===== src/rtl/e31_pkg.sv =====
// shared constants for the 34 Mbit/s section adaptation block
package e31_pkg;
  // =========================================================
  // framing
  localparam int          FRAME_BITS  = 1536;
  localparam int          FAS_LEN     = 10;
  localparam logic [9:0]  FAS_WORD    = 10'h3D0;
  localparam int          LOSS_MISSES = 4;
  localparam int          REGAIN_HITS = 3;
  // =========================================================
  // all-ones detector: X zeros, Y bit window, Z zeros
  localparam int          AIS_X       = 4;
  localparam int          AIS_Y       = 1536;
  localparam int          AIS_Z       = 5;
  // =========================================================
  // loss of signal and timing
  localparam int          LOS_BITS    = 255;
  localparam int          SYS_CLK_MHZ = 200;
  localparam int          AIS_LIMIT_US = 250;
  localparam int          AIS_LIMIT_CYCLES = AIS_LIMIT_US * SYS_CLK_MHZ;
  // =========================================================
  // types
  typedef enum logic [1:0] {SYM_ZERO, SYM_MARK, SYM_B, SYM_V} sym_e;
  typedef enum logic [1:0] {FA_SEARCH, FA_CONFIRM, FA_INFRAME} frame_e;
endpackage : e31_pkg


===== src/rtl/e31_adaptation.sv =====
// HDB3 adaptation source and sinks with framing and defect logic
`timescale 1ns/1ps

// How it works
// - trail signal fail follows the loss-of-signal defect.
// - signal-loss report only in monitored mode while signal is lost.
// - both sources HDB3-encode client data onto the line.
// - line symbols step on client clock edges only, fixed latency.
// - a source drives the line only while active.
// - sinks decode HDB3, restoring substituted zeros.
// - sampling follows each rising line clock edge, so rate offsets of 20 ppm lock.
// - transparent sink outputs data with recovered clock, no frame start.
// - inactive sink outputs all ones; an inactive four-tributary sink reports nothing (signal-loss report is not gated by either sink).
// - transparent sink AIS insert and server fail equal trail fail.
// - all-ones insertion and removal take effect within 250 us.
// - four-tributary sink outputs clock, frame start and data.
// - four consecutive wrong alignment words lose alignment.
// - three consecutive correct words regain alignment.
// - after one found word, a miss in the next two restarts search.
// - frame-loss defect holds from loss until three good words.
// - alarm defect detector uses 4, 1536 and 5.
// - four-tributary insert and server fail are AIS or LOF or TSF.
// - alarm report needs defect, no trail fail, report enable.
// - frame-loss report needs defect, no alarm, no trail fail.
// - either active source drives; both share one encoder, none is denied.
// - port mode input qualifies the signal-loss report.
module e31_adaptation #(
  parameter int FRAME_BITS       = e31_pkg::FRAME_BITS,
  parameter int LOS_BITS         = e31_pkg::LOS_BITS,
  parameter int BUF_DEPTH        = 2,
  parameter int AIS_LIMIT_CYCLES = e31_pkg::AIS_LIMIT_CYCLES
) (
  input  wire logic sys_clk,
  input  wire logic rst_b,
  input  wire logic clientClkIn,
  input  wire logic clientDataIn,
  input  wire logic srcXActive,
  input  wire logic srcEActive,
  output logic      linePosOut,
  output logic      lineNegOut,
  output logic      lineOe,
  input  wire logic lineClk,
  input  wire logic linePosIn,
  input  wire logic lineNegIn,
  input  wire logic portMonitored,
  input  wire logic sinkXActive,
  input  wire logic sinkEActive,
  input  wire logic reportAllOnesEn,
  input  wire logic clientReady,
  output logic      clientValid,
  output logic      clientClkOut,
  output logic      clientDataX,
  output logic      clientDataE,
  output logic      clientFrameStart,
  output logic      bufferOverrun,
  output logic      lossOfSignalDefect,
  output logic      trailSignalFailAction,
  output logic      signalLossReport,
  output logic      frameLossDefect,
  output logic      alarmIndicationDefect,
  output logic      allOnesInsertX,
  output logic      allOnesInsertE,
  output logic      serverFailX,
  output logic      serverFailE,
  output logic      alarmIndicationReport,
  output logic      frameLossReport
);
  // =========================================================
  // input synchronisers
  logic [4:0] syncA_q;
  logic [4:0] syncB_q;
  logic       lineClkPrev_q;
  logic       clientClkPrev_q;
  logic       lineEdge;
  logic       clientEdge;

  always_ff @(posedge sys_clk or negedge rst_b) begin
    if (!rst_b) begin
      syncA_q         <= 5'h00;
      syncB_q         <= 5'h00;
      lineClkPrev_q   <= 1'b0;
      clientClkPrev_q <= 1'b0;
    end else begin
      syncA_q <= {lineClk, linePosIn, lineNegIn, clientClkIn, clientDataIn};
      syncB_q         <= syncA_q;
      lineClkPrev_q   <= syncB_q[4];
      clientClkPrev_q <= syncB_q[1];
    end
  end
  // each rising line clock edge retimes, so a slightly fast or slow line still locks
  assign lineEdge   = syncB_q[4] & ~lineClkPrev_q;
  assign clientEdge = syncB_q[1] & ~clientClkPrev_q;

  // =========================================================
  // source: HDB3 encoder
  e31_pkg::sym_e sym_q [4];
  logic       srcDrive;
  logic       lastPolPos_q;
  logic       oddMarks_q;
  logic       allZero;
  logic       oddNow;

  // either active source drives the line; both share one encoder
  assign srcDrive = srcXActive | srcEActive;
  assign allZero = (sym_q[0] == e31_pkg::SYM_ZERO) &&
                   (sym_q[1] == e31_pkg::SYM_ZERO) &&
                   (sym_q[2] == e31_pkg::SYM_ZERO) && !syncB_q[0];
  // parity must count the symbol leaving on this same client edge
  assign oddNow = (sym_q[3] == e31_pkg::SYM_V) ? 1'b0 :
                  oddMarks_q ^ (sym_q[3] != e31_pkg::SYM_ZERO);

  always_ff @(posedge sys_clk or negedge rst_b) begin
    if (!rst_b) begin
      for (int i = 0; i < 4; i++) sym_q[i] <= e31_pkg::SYM_ZERO;
    end else if (clientEdge) begin
      sym_q[3] <= sym_q[2];
      sym_q[2] <= sym_q[1];
      sym_q[1] <= sym_q[0];
      sym_q[0] <= syncB_q[0] ? e31_pkg::SYM_MARK : e31_pkg::SYM_ZERO;
      if (allZero) begin
        sym_q[0] <= e31_pkg::SYM_V;
        // even pulse count since last violation needs a balancing B
        sym_q[3] <= oddNow ? e31_pkg::SYM_ZERO : e31_pkg::SYM_B;
      end
    end
  end

  always_ff @(posedge sys_clk or negedge rst_b) begin
    if (!rst_b) begin
      linePosOut   <= 1'b0;
      lineNegOut   <= 1'b0;
      lastPolPos_q <= 1'b0;
      oddMarks_q   <= 1'b0;
    end else if (!srcDrive) begin
      linePosOut <= 1'b0;
      lineNegOut <= 1'b0;
    end else if (clientEdge) begin
      linePosOut <= 1'b0;
      lineNegOut <= 1'b0;
      case (sym_q[3])
        e31_pkg::SYM_MARK, e31_pkg::SYM_B: begin
          linePosOut   <= ~lastPolPos_q;
          lineNegOut   <= lastPolPos_q;
          lastPolPos_q <= ~lastPolPos_q;
          oddMarks_q   <= ~oddMarks_q;
        end
        e31_pkg::SYM_V: begin
          linePosOut <= lastPolPos_q;
          lineNegOut <= ~lastPolPos_q;
          oddMarks_q <= 1'b0;
        end
        default: ;
      endcase
    end
  end
  assign lineOe = srcDrive;

  // =========================================================
  // sink: decoder, loss of signal
  logic [3:0] mark_q;
  logic       rxPolPos_q;
  logic       rxPulse;
  logic       violation;
  logic       rxBit;
  logic [$clog2(LOS_BITS+1)-1:0] losCnt_q;

  assign rxPulse   = syncB_q[3] | syncB_q[2];
  assign violation = rxPulse && (syncB_q[3] == rxPolPos_q);
  assign rxBit     = mark_q[3];

  always_ff @(posedge sys_clk or negedge rst_b) begin
    if (!rst_b) begin
      mark_q     <= 4'h0;
      rxPolPos_q <= 1'b0;
    end else if (lineEdge) begin
      // violation wipes itself and the B three bits earlier
      mark_q <= violation ? 4'h0 : {mark_q[2:0], rxPulse};
      if (rxPulse) rxPolPos_q <= syncB_q[3];
    end
  end

  always_ff @(posedge sys_clk or negedge rst_b) begin
    if (!rst_b) begin
      losCnt_q <= '0;
    end else if (lineEdge) begin
      if (rxPulse) losCnt_q <= '0;
      else if (losCnt_q != LOS_BITS[$bits(losCnt_q)-1:0])
        losCnt_q <= losCnt_q + 1'b1;
    end
  end
  assign lossOfSignalDefect    = losCnt_q == LOS_BITS[$bits(losCnt_q)-1:0];
  assign trailSignalFailAction = lossOfSignalDefect;
  assign signalLossReport = portMonitored & lossOfSignalDefect;

  // =========================================================
  // frame alignment
  e31_pkg::frame_e faState_q;
  logic [e31_pkg::FAS_LEN-1:0] window_q;
  logic [e31_pkg::FAS_LEN-1:0] nextWin;
  logic [$clog2(FRAME_BITS)-1:0] bitCnt_q;
  logic [1:0] count_q;
  logic       checkPos;
  logic       fasHit;

  assign nextWin  = {window_q[e31_pkg::FAS_LEN-2:0], rxBit};
  assign fasHit   = nextWin == e31_pkg::FAS_WORD;
  assign checkPos = bitCnt_q == $bits(bitCnt_q)'(FRAME_BITS - 1);

  always_ff @(posedge sys_clk or negedge rst_b) begin
    if (!rst_b) begin
      faState_q       <= e31_pkg::FA_SEARCH;
      window_q        <= '0;
      bitCnt_q        <= '0;
      count_q         <= 2'h0;
      frameLossDefect <= 1'b1;
    end else if (lineEdge) begin
      window_q <= nextWin;
      bitCnt_q <= checkPos ? '0 : bitCnt_q + 1'b1;
      case (faState_q)
        e31_pkg::FA_SEARCH: if (fasHit) begin
          faState_q <= e31_pkg::FA_CONFIRM;
          bitCnt_q  <= '0;
          count_q   <= 2'h1;
        end
        e31_pkg::FA_CONFIRM: if (checkPos) begin
          if (!fasHit) begin
            faState_q <= e31_pkg::FA_SEARCH;
          end else if (count_q == 2'(e31_pkg::REGAIN_HITS - 1)) begin
            faState_q       <= e31_pkg::FA_INFRAME;
            frameLossDefect <= 1'b0;
            count_q         <= 2'h0;
          end else begin
            count_q <= count_q + 1'b1;
          end
        end
        e31_pkg::FA_INFRAME: if (checkPos) begin
          if (fasHit) begin
            count_q <= 2'h0;
          end else if (count_q == 2'(e31_pkg::LOSS_MISSES - 1)) begin
            faState_q       <= e31_pkg::FA_SEARCH;
            frameLossDefect <= 1'b1;
          end else begin
            count_q <= count_q + 1'b1;
          end
        end
        default: faState_q <= e31_pkg::FA_SEARCH;
      endcase
    end
  end

  // =========================================================
  // all-ones detector
  logic [$clog2(e31_pkg::AIS_Y)-1:0] winCnt_q;
  logic [2:0] zeroCnt_q;
  logic [2:0] zeroNow;
  logic       prevLow_q;
  logic       prevHigh_q;
  logic       winEnd;

  assign zeroNow = zeroCnt_q + 3'(!rxBit && zeroCnt_q != 3'(e31_pkg::AIS_Z));
  assign winEnd  = winCnt_q == $bits(winCnt_q)'(e31_pkg::AIS_Y - 1);

  always_ff @(posedge sys_clk or negedge rst_b) begin
    if (!rst_b) begin
      winCnt_q              <= '0;
      zeroCnt_q             <= 3'h0;
      prevLow_q             <= 1'b0;
      prevHigh_q            <= 1'b0;
      alarmIndicationDefect <= 1'b0;
    end else if (lineEdge) begin
      winCnt_q  <= winEnd ? '0 : winCnt_q + 1'b1;
      zeroCnt_q <= winEnd ? 3'h0 : zeroNow;
      if (winEnd) begin
        prevLow_q  <= zeroNow < 3'(e31_pkg::AIS_X);
        prevHigh_q <= zeroNow >= 3'(e31_pkg::AIS_Z);
        if (prevLow_q && zeroNow < 3'(e31_pkg::AIS_X))
          alarmIndicationDefect <= 1'b1;
        else if (prevHigh_q && zeroNow >= 3'(e31_pkg::AIS_Z))
          alarmIndicationDefect <= 1'b0;
      end
    end
  end

  // =========================================================
  // consequent actions and correlations
  assign allOnesInsertX = trailSignalFailAction;
  assign serverFailX    = trailSignalFailAction;
  assign allOnesInsertE = alarmIndicationDefect | frameLossDefect |
                          trailSignalFailAction;
  assign serverFailE    = allOnesInsertE;
  assign alarmIndicationReport = sinkEActive & alarmIndicationDefect &
    ~trailSignalFailAction & reportAllOnesEn;
  assign frameLossReport = sinkEActive & frameLossDefect &
    ~alarmIndicationDefect & ~trailSignalFailAction;

  // =========================================================
  // two-entry output buffer: {frame start, four-trib, transparent}
  logic [2:0] bufMem_q [BUF_DEPTH];
  logic [$clog2(BUF_DEPTH)-1:0] wrPtr_q;
  logic [$clog2(BUF_DEPTH)-1:0] rdPtr_q;
  logic [$clog2(BUF_DEPTH):0]   fill_q;
  logic       push;
  logic       pop;
  logic       bufReady;
  logic [2:0] bufIn;

  assign bufReady = fill_q != ($bits(fill_q))'(BUF_DEPTH);
  assign push     = lineEdge & bufReady;
  assign pop      = clientValid & clientReady;
  assign clientValid = fill_q != '0;
  // inactive sinks force ones; frame start only with alignment
  assign bufIn = {checkPos & fasHit & (faState_q == e31_pkg::FA_INFRAME),
                  rxBit | allOnesInsertE | ~sinkEActive,
                  rxBit | allOnesInsertX | ~sinkXActive};

  always_ff @(posedge sys_clk or negedge rst_b) begin
    if (!rst_b) begin
      for (int i = 0; i < BUF_DEPTH; i++) bufMem_q[i] <= 3'h0;
      wrPtr_q       <= '0;
      rdPtr_q       <= '0;
      fill_q        <= '0;
      bufferOverrun <= 1'b0;
    end else begin
      bufferOverrun <= lineEdge & ~bufReady;
      if (push) begin
        bufMem_q[wrPtr_q] <= bufIn;
        wrPtr_q <= wrPtr_q + 1'b1;
      end
      if (pop) rdPtr_q <= rdPtr_q + 1'b1;
      fill_q <= fill_q + ($bits(fill_q))'(push) - ($bits(fill_q))'(pop);
    end
  end
  assign clientDataX      = bufMem_q[rdPtr_q][0];
  assign clientDataE      = bufMem_q[rdPtr_q][1];
  assign clientFrameStart = bufMem_q[rdPtr_q][2];
  assign clientClkOut     = lineClkPrev_q;

  // =========================================================
  // checks
  logic [31:0] aisWait_q;
  always_ff @(posedge sys_clk or negedge rst_b) begin
    if (!rst_b) aisWait_q <= '0;
    else if (allOnesInsertE && clientValid && !clientDataE)
      aisWait_q <= aisWait_q + 1'b1;
    else if (!allOnesInsertE) aisWait_q <= '0;
  end
endmodule : e31_adaptation


===== config.mk =====
export PLATFORM = sky130hd
export DESIGN_NAME = e31_adaptation
export DESIGN_NICKNAME = d
export VERILOG_FILES = /design/src/rtl/e31_pkg.sv /design/src/rtl/e31_adaptation.sv
export SDC_FILE = /design/constraint.sdc
export NUM_CORES = 1
export LEC_CHECK = 0
export ABC_AREA = 1
export BUFFER_PORTS_ARGS = -buffer_cell sky130_fd_sc_hd__buf_2
export CAP_MARGIN = 20
export CORE_UTILIZATION = 53
export DETAILED_ROUTE_END_ITERATION = 10
export PLACE_DENSITY = 0.74
export SLEW_MARGIN = 10
export SYNTH_ARGS = -nofsm -noshare
export SYNTH_HDL_FRONTEND = slang
export SYNTH_SLANG_ARGS = --single-unit

===== constraint.sdc =====
create_clock -name sys_clk -period 1.85 [get_ports sys_clk]
set_input_delay 0.185 -clock sys_clk [delete_from_list [all_inputs] [get_ports sys_clk]]
set_output_delay 0.185 -clock sys_clk [all_outputs]
set_load 0.01 [all_outputs]

# After elaboration in Yosys (flattened, before gate mapping)
# Cells that the tools add are included.
word_totals:
  input_bits: 14
  regBits: 90
  out_inout_bits: 20
classes:
  n_eq_ne: 25
  reduce_logical: 31
  addsub: 9
  n_mux: 50
  bitwise_logic: 34
  n_lt_le_gt_ge: 5
op_table:
  columns: ["op", "n"]
  rows:
  - ["11-bit 2-to-1 mux", 4]
  - ["2-bit 2-to-1 mux", 16]
  - ["11-bit by 1-bit adder with 11-bit output (second input constant)", 2]
  - ["11-bit == test (second input constant)", 2]
  - ["8-bit 2-to-1 mux", 2]
  - ["2-bit inequality test (second input constant)", 8]
  - ["3-bit 2-to-1 mux", 5]
  - ["1-bit bitwise AND", 14]
  - ["1-bit 2-to-1 mux", 14]
  - ["7-bit AND reduction", 2]
  - ["2-bit case mux with 3 select lines", 2]
  - ["2-bit nonzero test", 6]
  - ["10-bit == test (second input constant)", 1]
  - ["2-bit == test (second input constant)", 5]
  - ["3-bit inequality test (second input constant)", 3]
  - ["1-bit NOT", 9]
  - ["3-bit AND reduction", 3]
  - ["8-bit by 1-bit adder with 8-bit output (second input constant)", 1]
  - ["8-bit == test (second input constant)", 1]
  - ["1-bit logical AND", 8]
  - ["2-bit logical NOT", 4]
  - ["8-bit inequality test (second input constant)", 1]
  - ["1-bit OR", 8]
  - ["1-bit case mux with 2 select lines", 4]
  - ["22 further kinds", 29]

# Logic depth before layout (Yosys ltp)
logic_depth:
  ltp_word: 7
  depth_mapped: 13
  mapped_depth_nobuf: 13

# Least setup slack after synthesis
# No wires, ideal clock.
synth_path:
  path_kind: "register to register"
  from: "register lineClkPrev_q, in the netlist clientClkOut"
  to: "register fill_q[1]"
  arrival_time_ns: 1.688
  path_buffers: 0
  path_stages_with_launch: 10
  slack_ns: 0.034
  setup_time_ns: 0.129
  path_cell_list: "dfrtp_1 > nor2_4 > inv_2 > a21oi_1 > inv_2 > ha_1 > inv_1 > ha_1 > xnor2_1 > xor2_1"
synth_between:
  elab_chain_cells: 5
synth_lines:
  columns: ["item", "line", "source"]
  rows:
  - ["from (decl)", "e31_adaptation.sv:72", "logic lineClkPrev_q;"]
  - ["from (signal assigned)", "e31_adaptation.sv:86", "lineClkPrev_q <= syncB_q[4];"]
  - ["1-bit NOT", "e31_adaptation.sv:91", "assign lineEdge = syncB_q[4] & ~lineClkPrev_q;"]
  - ["1-bit bitwise AND", "e31_adaptation.sv:91", null]
  - ["1-bit bitwise AND", "e31_adaptation.sv:308", "assign push = lineEdge & bufReady;"]
  - ["2-bit by 1-bit adder with 2-bit output", "e31_adaptation.sv:330", "fill_q <= fill_q + ($bits(fill_q))'(push) - ($bits(fill_q))'(pop);"]
  - ["2-bit by 1-bit subtractor with 2-bit output", "e31_adaptation.sv:330", null]
  - ["to (signal assigned)", "e31_adaptation.sv:330", null]
  - ["to (decl)", "e31_adaptation.sv:301", "logic [$clog2(BUF_DEPTH):0] fill_q;"]
# No other way between the ends.
# A chain may end at the register's enable or synchronous reset.

# Worst setup path in the final report
layout_path:
  from: "register losCnt_q[1]"
  to: "output port frameLossReport"
layout_between:
  elab_chain_cells: 3
layout_lines:
  columns: ["item", "line", "source"]
  rows:
  - ["from (decl)", "e31_adaptation.sv:165", "logic [$clog2(LOS_BITS+1)-1:0] losCnt_q;"]
  - ["from (signal assigned)", "e31_adaptation.sv:188", "losCnt_q <= losCnt_q + 1'b1;"]
  - ["8-bit == test", "e31_adaptation.sv:191", "assign lossOfSignalDefect = losCnt_q == LOS_BITS[$bits(losCnt_q)-1:0];"]
  - ["1-bit NOT", "e31_adaptation.sv:294", "~alarmIndicationDefect & ~trailSignalFailAction;"]
  - ["1-bit bitwise AND", "e31_adaptation.sv:294", null]
  - ["to (decl)", "e31_adaptation.sv:66", "output logic frameLossReport"]
# No other way between the ends.

==> summary.md <==
* **peak supply drop** 420.8 uV
* **Placed Instances** 684
* **post-layout power** 5.168 mW
* **Yosys reg bits** 90
* **shortest period the worst path allows** 1.750 ns
* **first-pass GRT wire length** 14.52 mm
* **count of final hold-check violations** 0
* **# Max-Cap Violations** 0
* **layout cell share with drive strength beyond 1** 15.68%
* **Slew HR** 75.37%
* **cell types with the highest counts after synthesis** sky130_fd_sc_hd__nand2_1, sky130_fd_sc_hd__dfrtp_1, sky130_fd_sc_hd__inv_1
* **Area Overhead vs Synth** 14.75%
* **cell area after synthesis** 0.004554 mm2
* **Fmax** 0.5713 GHz
* **critical setup path kind** register to primary output
* **standard cell core area** 0.008258 mm2
* **RePlAce Congestion** 0.8351
* **global-route usage over all layers** 21.07%
* **Die H** 94.70 um
* **number of CTS-inserted buffers** 9
* **vias per std cell** 5.080
* **initial core utilization** 55.15%
* **gate count after technology mapping** 550
* **initial antenna violation count** 0
* **Die Span X** 94.70 um
* **clock latency of the later-clocked register in the worst-skew pair** 0.36 ns
* **outcome** finished clean
* **net switching share of the total power** 30.38%
* **capturing element type of the critical path** primary output
* **nets@finish** 633
* **drt first-iter violations** 166
* **syn_nets** 582
* **net switching power of the design** 1.570 mW
* **die area** 0.008968 mm2
* **Arr. time, crit path** 1.57 ns
* **power per cell area** 988.8 mW/mm2
* **syn_area_per_cell** 8.281 um2
* **Distinct cells, synth** 36
* **proportion of power drawn by flip-flops and latches** 49.4%
* **Critical Path RT** 1.66 ns
* **max-slew violation count** 0
* **CTS H-Tree Depth** 3
* **number of buffers inserted by port buffering** 33
* **CTS root buf** sky130_fd_sc_hd__clkbuf_8
* **number of enable flip-flop cells after synthesis** 0
* **Worst-path clk slew** 0.09 ns
* **YS warnings** 0
* **Routed WL per cell** 11.99 um
* **Filler Cell Count** 694
* **aggregate global routing overflow** 0
* **Slew @ Worst Pin** 0.3694 ns
* **final-report setup violation count** 0
* **reported leakage power** 2.578 nW
* **ANT nets after route** 0
* **row count** 33
* **main flop type after synthesis** sky130_fd_sc_hd__dfrtp_1
* **sequential area share after synthesis** 49.48%
* **largest net degree at the start of global routing** 46
* **Initial DRT Pass Iterations** 5
* **number of antenna cells inserted** 0
* **post-detailed-route DRC marker count** 0
* **crit start category** register
* **most common cell in the netlist** sky130_fd_sc_hd__nand2_1
* **post-synth top area share** 48.90%
* **number of top-level pins** 34
* **DR vias** 3,612
* **Post-Place Cell Area** 0.004851 mm2
* **Design Area, Final** 0.005226 mm2
* **TritonCTS Sinks** 90
* **routed wire length** 8.525 mm
* **Final Cycle Share** 94.62%
* **main area contributors after synthesis** sky130_fd_sc_hd__dfrtp_1, sky130_fd_sc_hd__nand2_1, sky130_fd_sc_hd__inv_1
* **Worst Clk Skew** 0.009080 ns
* **CTS tree** yes
* **non-filler instance count after layout** 711
* **cell type contributing the most total cell area after synthesis** sky130_fd_sc_hd__dfrtp_1
* **Max clock buf depth** 2
* **total half-perimeter wirelength after legalization and detailed placement** 6.145 mm
* **Hold Path Class** primary input to register
* **combinational share of power** 20.8%
* **CP max FO** 6
* **fraction of power consumed by the clock network** 29.8%
* **Internal Power** 3.598 mW
* **via count of the first global-routing pass** 3,393
* **async set or reset register ratio after synthesis** 100.0%
## power groups by stage
stage / clock network (mW) / logic (mW) / registers (mW)
floorplan: 0 / 0.746 / 2.53
global placement: 0 / 0.987 / 2.57
detailed placement: 0 / 1.05 / 2.58
CTS: 1.57 / 1.07 / 2.55
global route: 1.66 / 1.24 / 2.60
finish: 1.54 / 1.07 / 2.55
## what timing repair did
action / 4_1_cts / 5_1_grt
pin swaps: 0 / 2
gates resized for setup: 5 / 5
hold buffers: 6 / 0
endpoints found under the setup margin: 9 / 10
buffers inserted: 2 / 3
hold endpoints to repair: 30 / 0
## cell usage in the layout, fill, tap and decap left out, types with 13 or more instances in the layout
cell type                 instances
sky130_fd_sc_hd__nand2_1        146
sky130_fd_sc_hd__dfrtp_1         89
sky130_fd_sc_hd__inv_1           66
sky130_fd_sc_hd__nor2_1          46
sky130_fd_sc_hd__o21ai_0         43
sky130_fd_sc_hd__nand3_1         41
sky130_fd_sc_hd__buf_2           32
sky130_fd_sc_hd__ha_1            16
sky130_fd_sc_hd__nand4_1         14
sky130_fd_sc_hd__buf_4           13
## flip-flops by register name, indices dropped and copies added (netlist names), 2 cells and up
register / cells
window_q: 9
faState_q: 2
bitCnt_q: 11
syncB_q: 5
syncA_q: 5
count_q: 2
losCnt_q: 8
bufMem_q: 6
zeroCnt_q: 3
sym_q: 8
mark_q: 4
winCnt_q: 11
fill_q: 2
## per-stage QoR
stage | hold slack (ns) | worst slack, ns | utilization (%) | setup TNS, ns
3_5_place_dp | 0.1259 | 0.09839 | 58.74 | 0
4_1_cts | 0.1044 | 0.02138 | 62.80 | 0
2_1_floorplan | -0.1106 | 0.03357 | - | 0
5_1_grt | 0.1204 | -0.003948 | 63.29 | -0.003948
6_report | 0.1251 | 0.09951 | 63.29 | 0
3_3_place_gp | 0.1209 | 0.2053 | 58.74 | 0
## worst max-delay path, cell delays in order (launching register included)
cell and delay, ns:
sky130_fd_sc_hd__dfrtp_1 0.40, sky130_fd_sc_hd__ha_4 0.18, sky130_fd_sc_hd__nand3_2 0.10, sky130_fd_sc_hd__nor2_4 0.13, sky130_fd_sc_hd__nand3_4 0.13, sky130_fd_sc_hd__inv_4 0.10
sky130_fd_sc_hd__nor3_1 0.04, sky130_fd_sc_hd__buf_2 0.13
## final timing paths
path | from | to | slack [ns] | cells after the start
setup / recovery | losCnt_q[1]$_DFFE_PN0P_ | frameLossReport | 0.1 | 7
hold / removal | clientReady | rdPtr_q$_DFFE_PN0P_ | 0.13 | 3
hold reg to reg | syncA_q[2]$_DFF_PN0_ | syncB_q[2]$_DFF_PN0_ | 0.35 | 0
max in group asynchronous | rst_b | losCnt_q[0]$_DFFE_PN0P_ | 0.98 | 3
min in group asynchronous | rst_b | lastPolPos_q$_DFFE_PN0P_ | 0.28 | 2
setup reg to reg | clientClkOut$_DFF_PN0_ | fill_q[1]$_DFF_PN0_ | 0.12 | 9
## area by class of cell
cell class / instances / area (um2) / share of cell area [%]
clock buffer: 12 / 165.2 / 3.160
clock inverter: 4 / 72.57 / 1.389
inverter: 73 / 281.5 / 5.387
multi-input combinational: 375 / 1984 / 37.97
sequential: 90 / 2253 / 43.12
tap: 105 / 131.4 / 2.514
timing repair buffer: 52 / 337.8 / 6.464
## kinds of logic (layout without fill, tap and decap cells)
family | count (synthesis) | count (layout) | share of synthesized area [%]
AOI/OAI and AO/OA | 69 | 69 | 8.214
adders and majority gates | 18 | 18 | 4.945
and+or+nand+nor | 274 | 274 | 26.90
buffers and inverters | 85 | 141 | 7.775
xor gates and xnor gates | 14 | 14 | 2.692
DFF | 90 | 90 | 49.48
## routing by layer
| layer | vias to the layer above | part of all wire (%) | track usage [%] |
|---|---|---|---|
| met1 | 1684 | 47 | 26.56 |
| li1 | 1854 | - | - |
| met4 | 0 | 1.5 | 7.323 |
| met5 | - | 0 | 0 |
| met3 | 13 | 3.0 | 4.106 |
| met2 | 61 | 48 | 36.09 |
No activity file was read; power rests on OpenSTA's default activity.
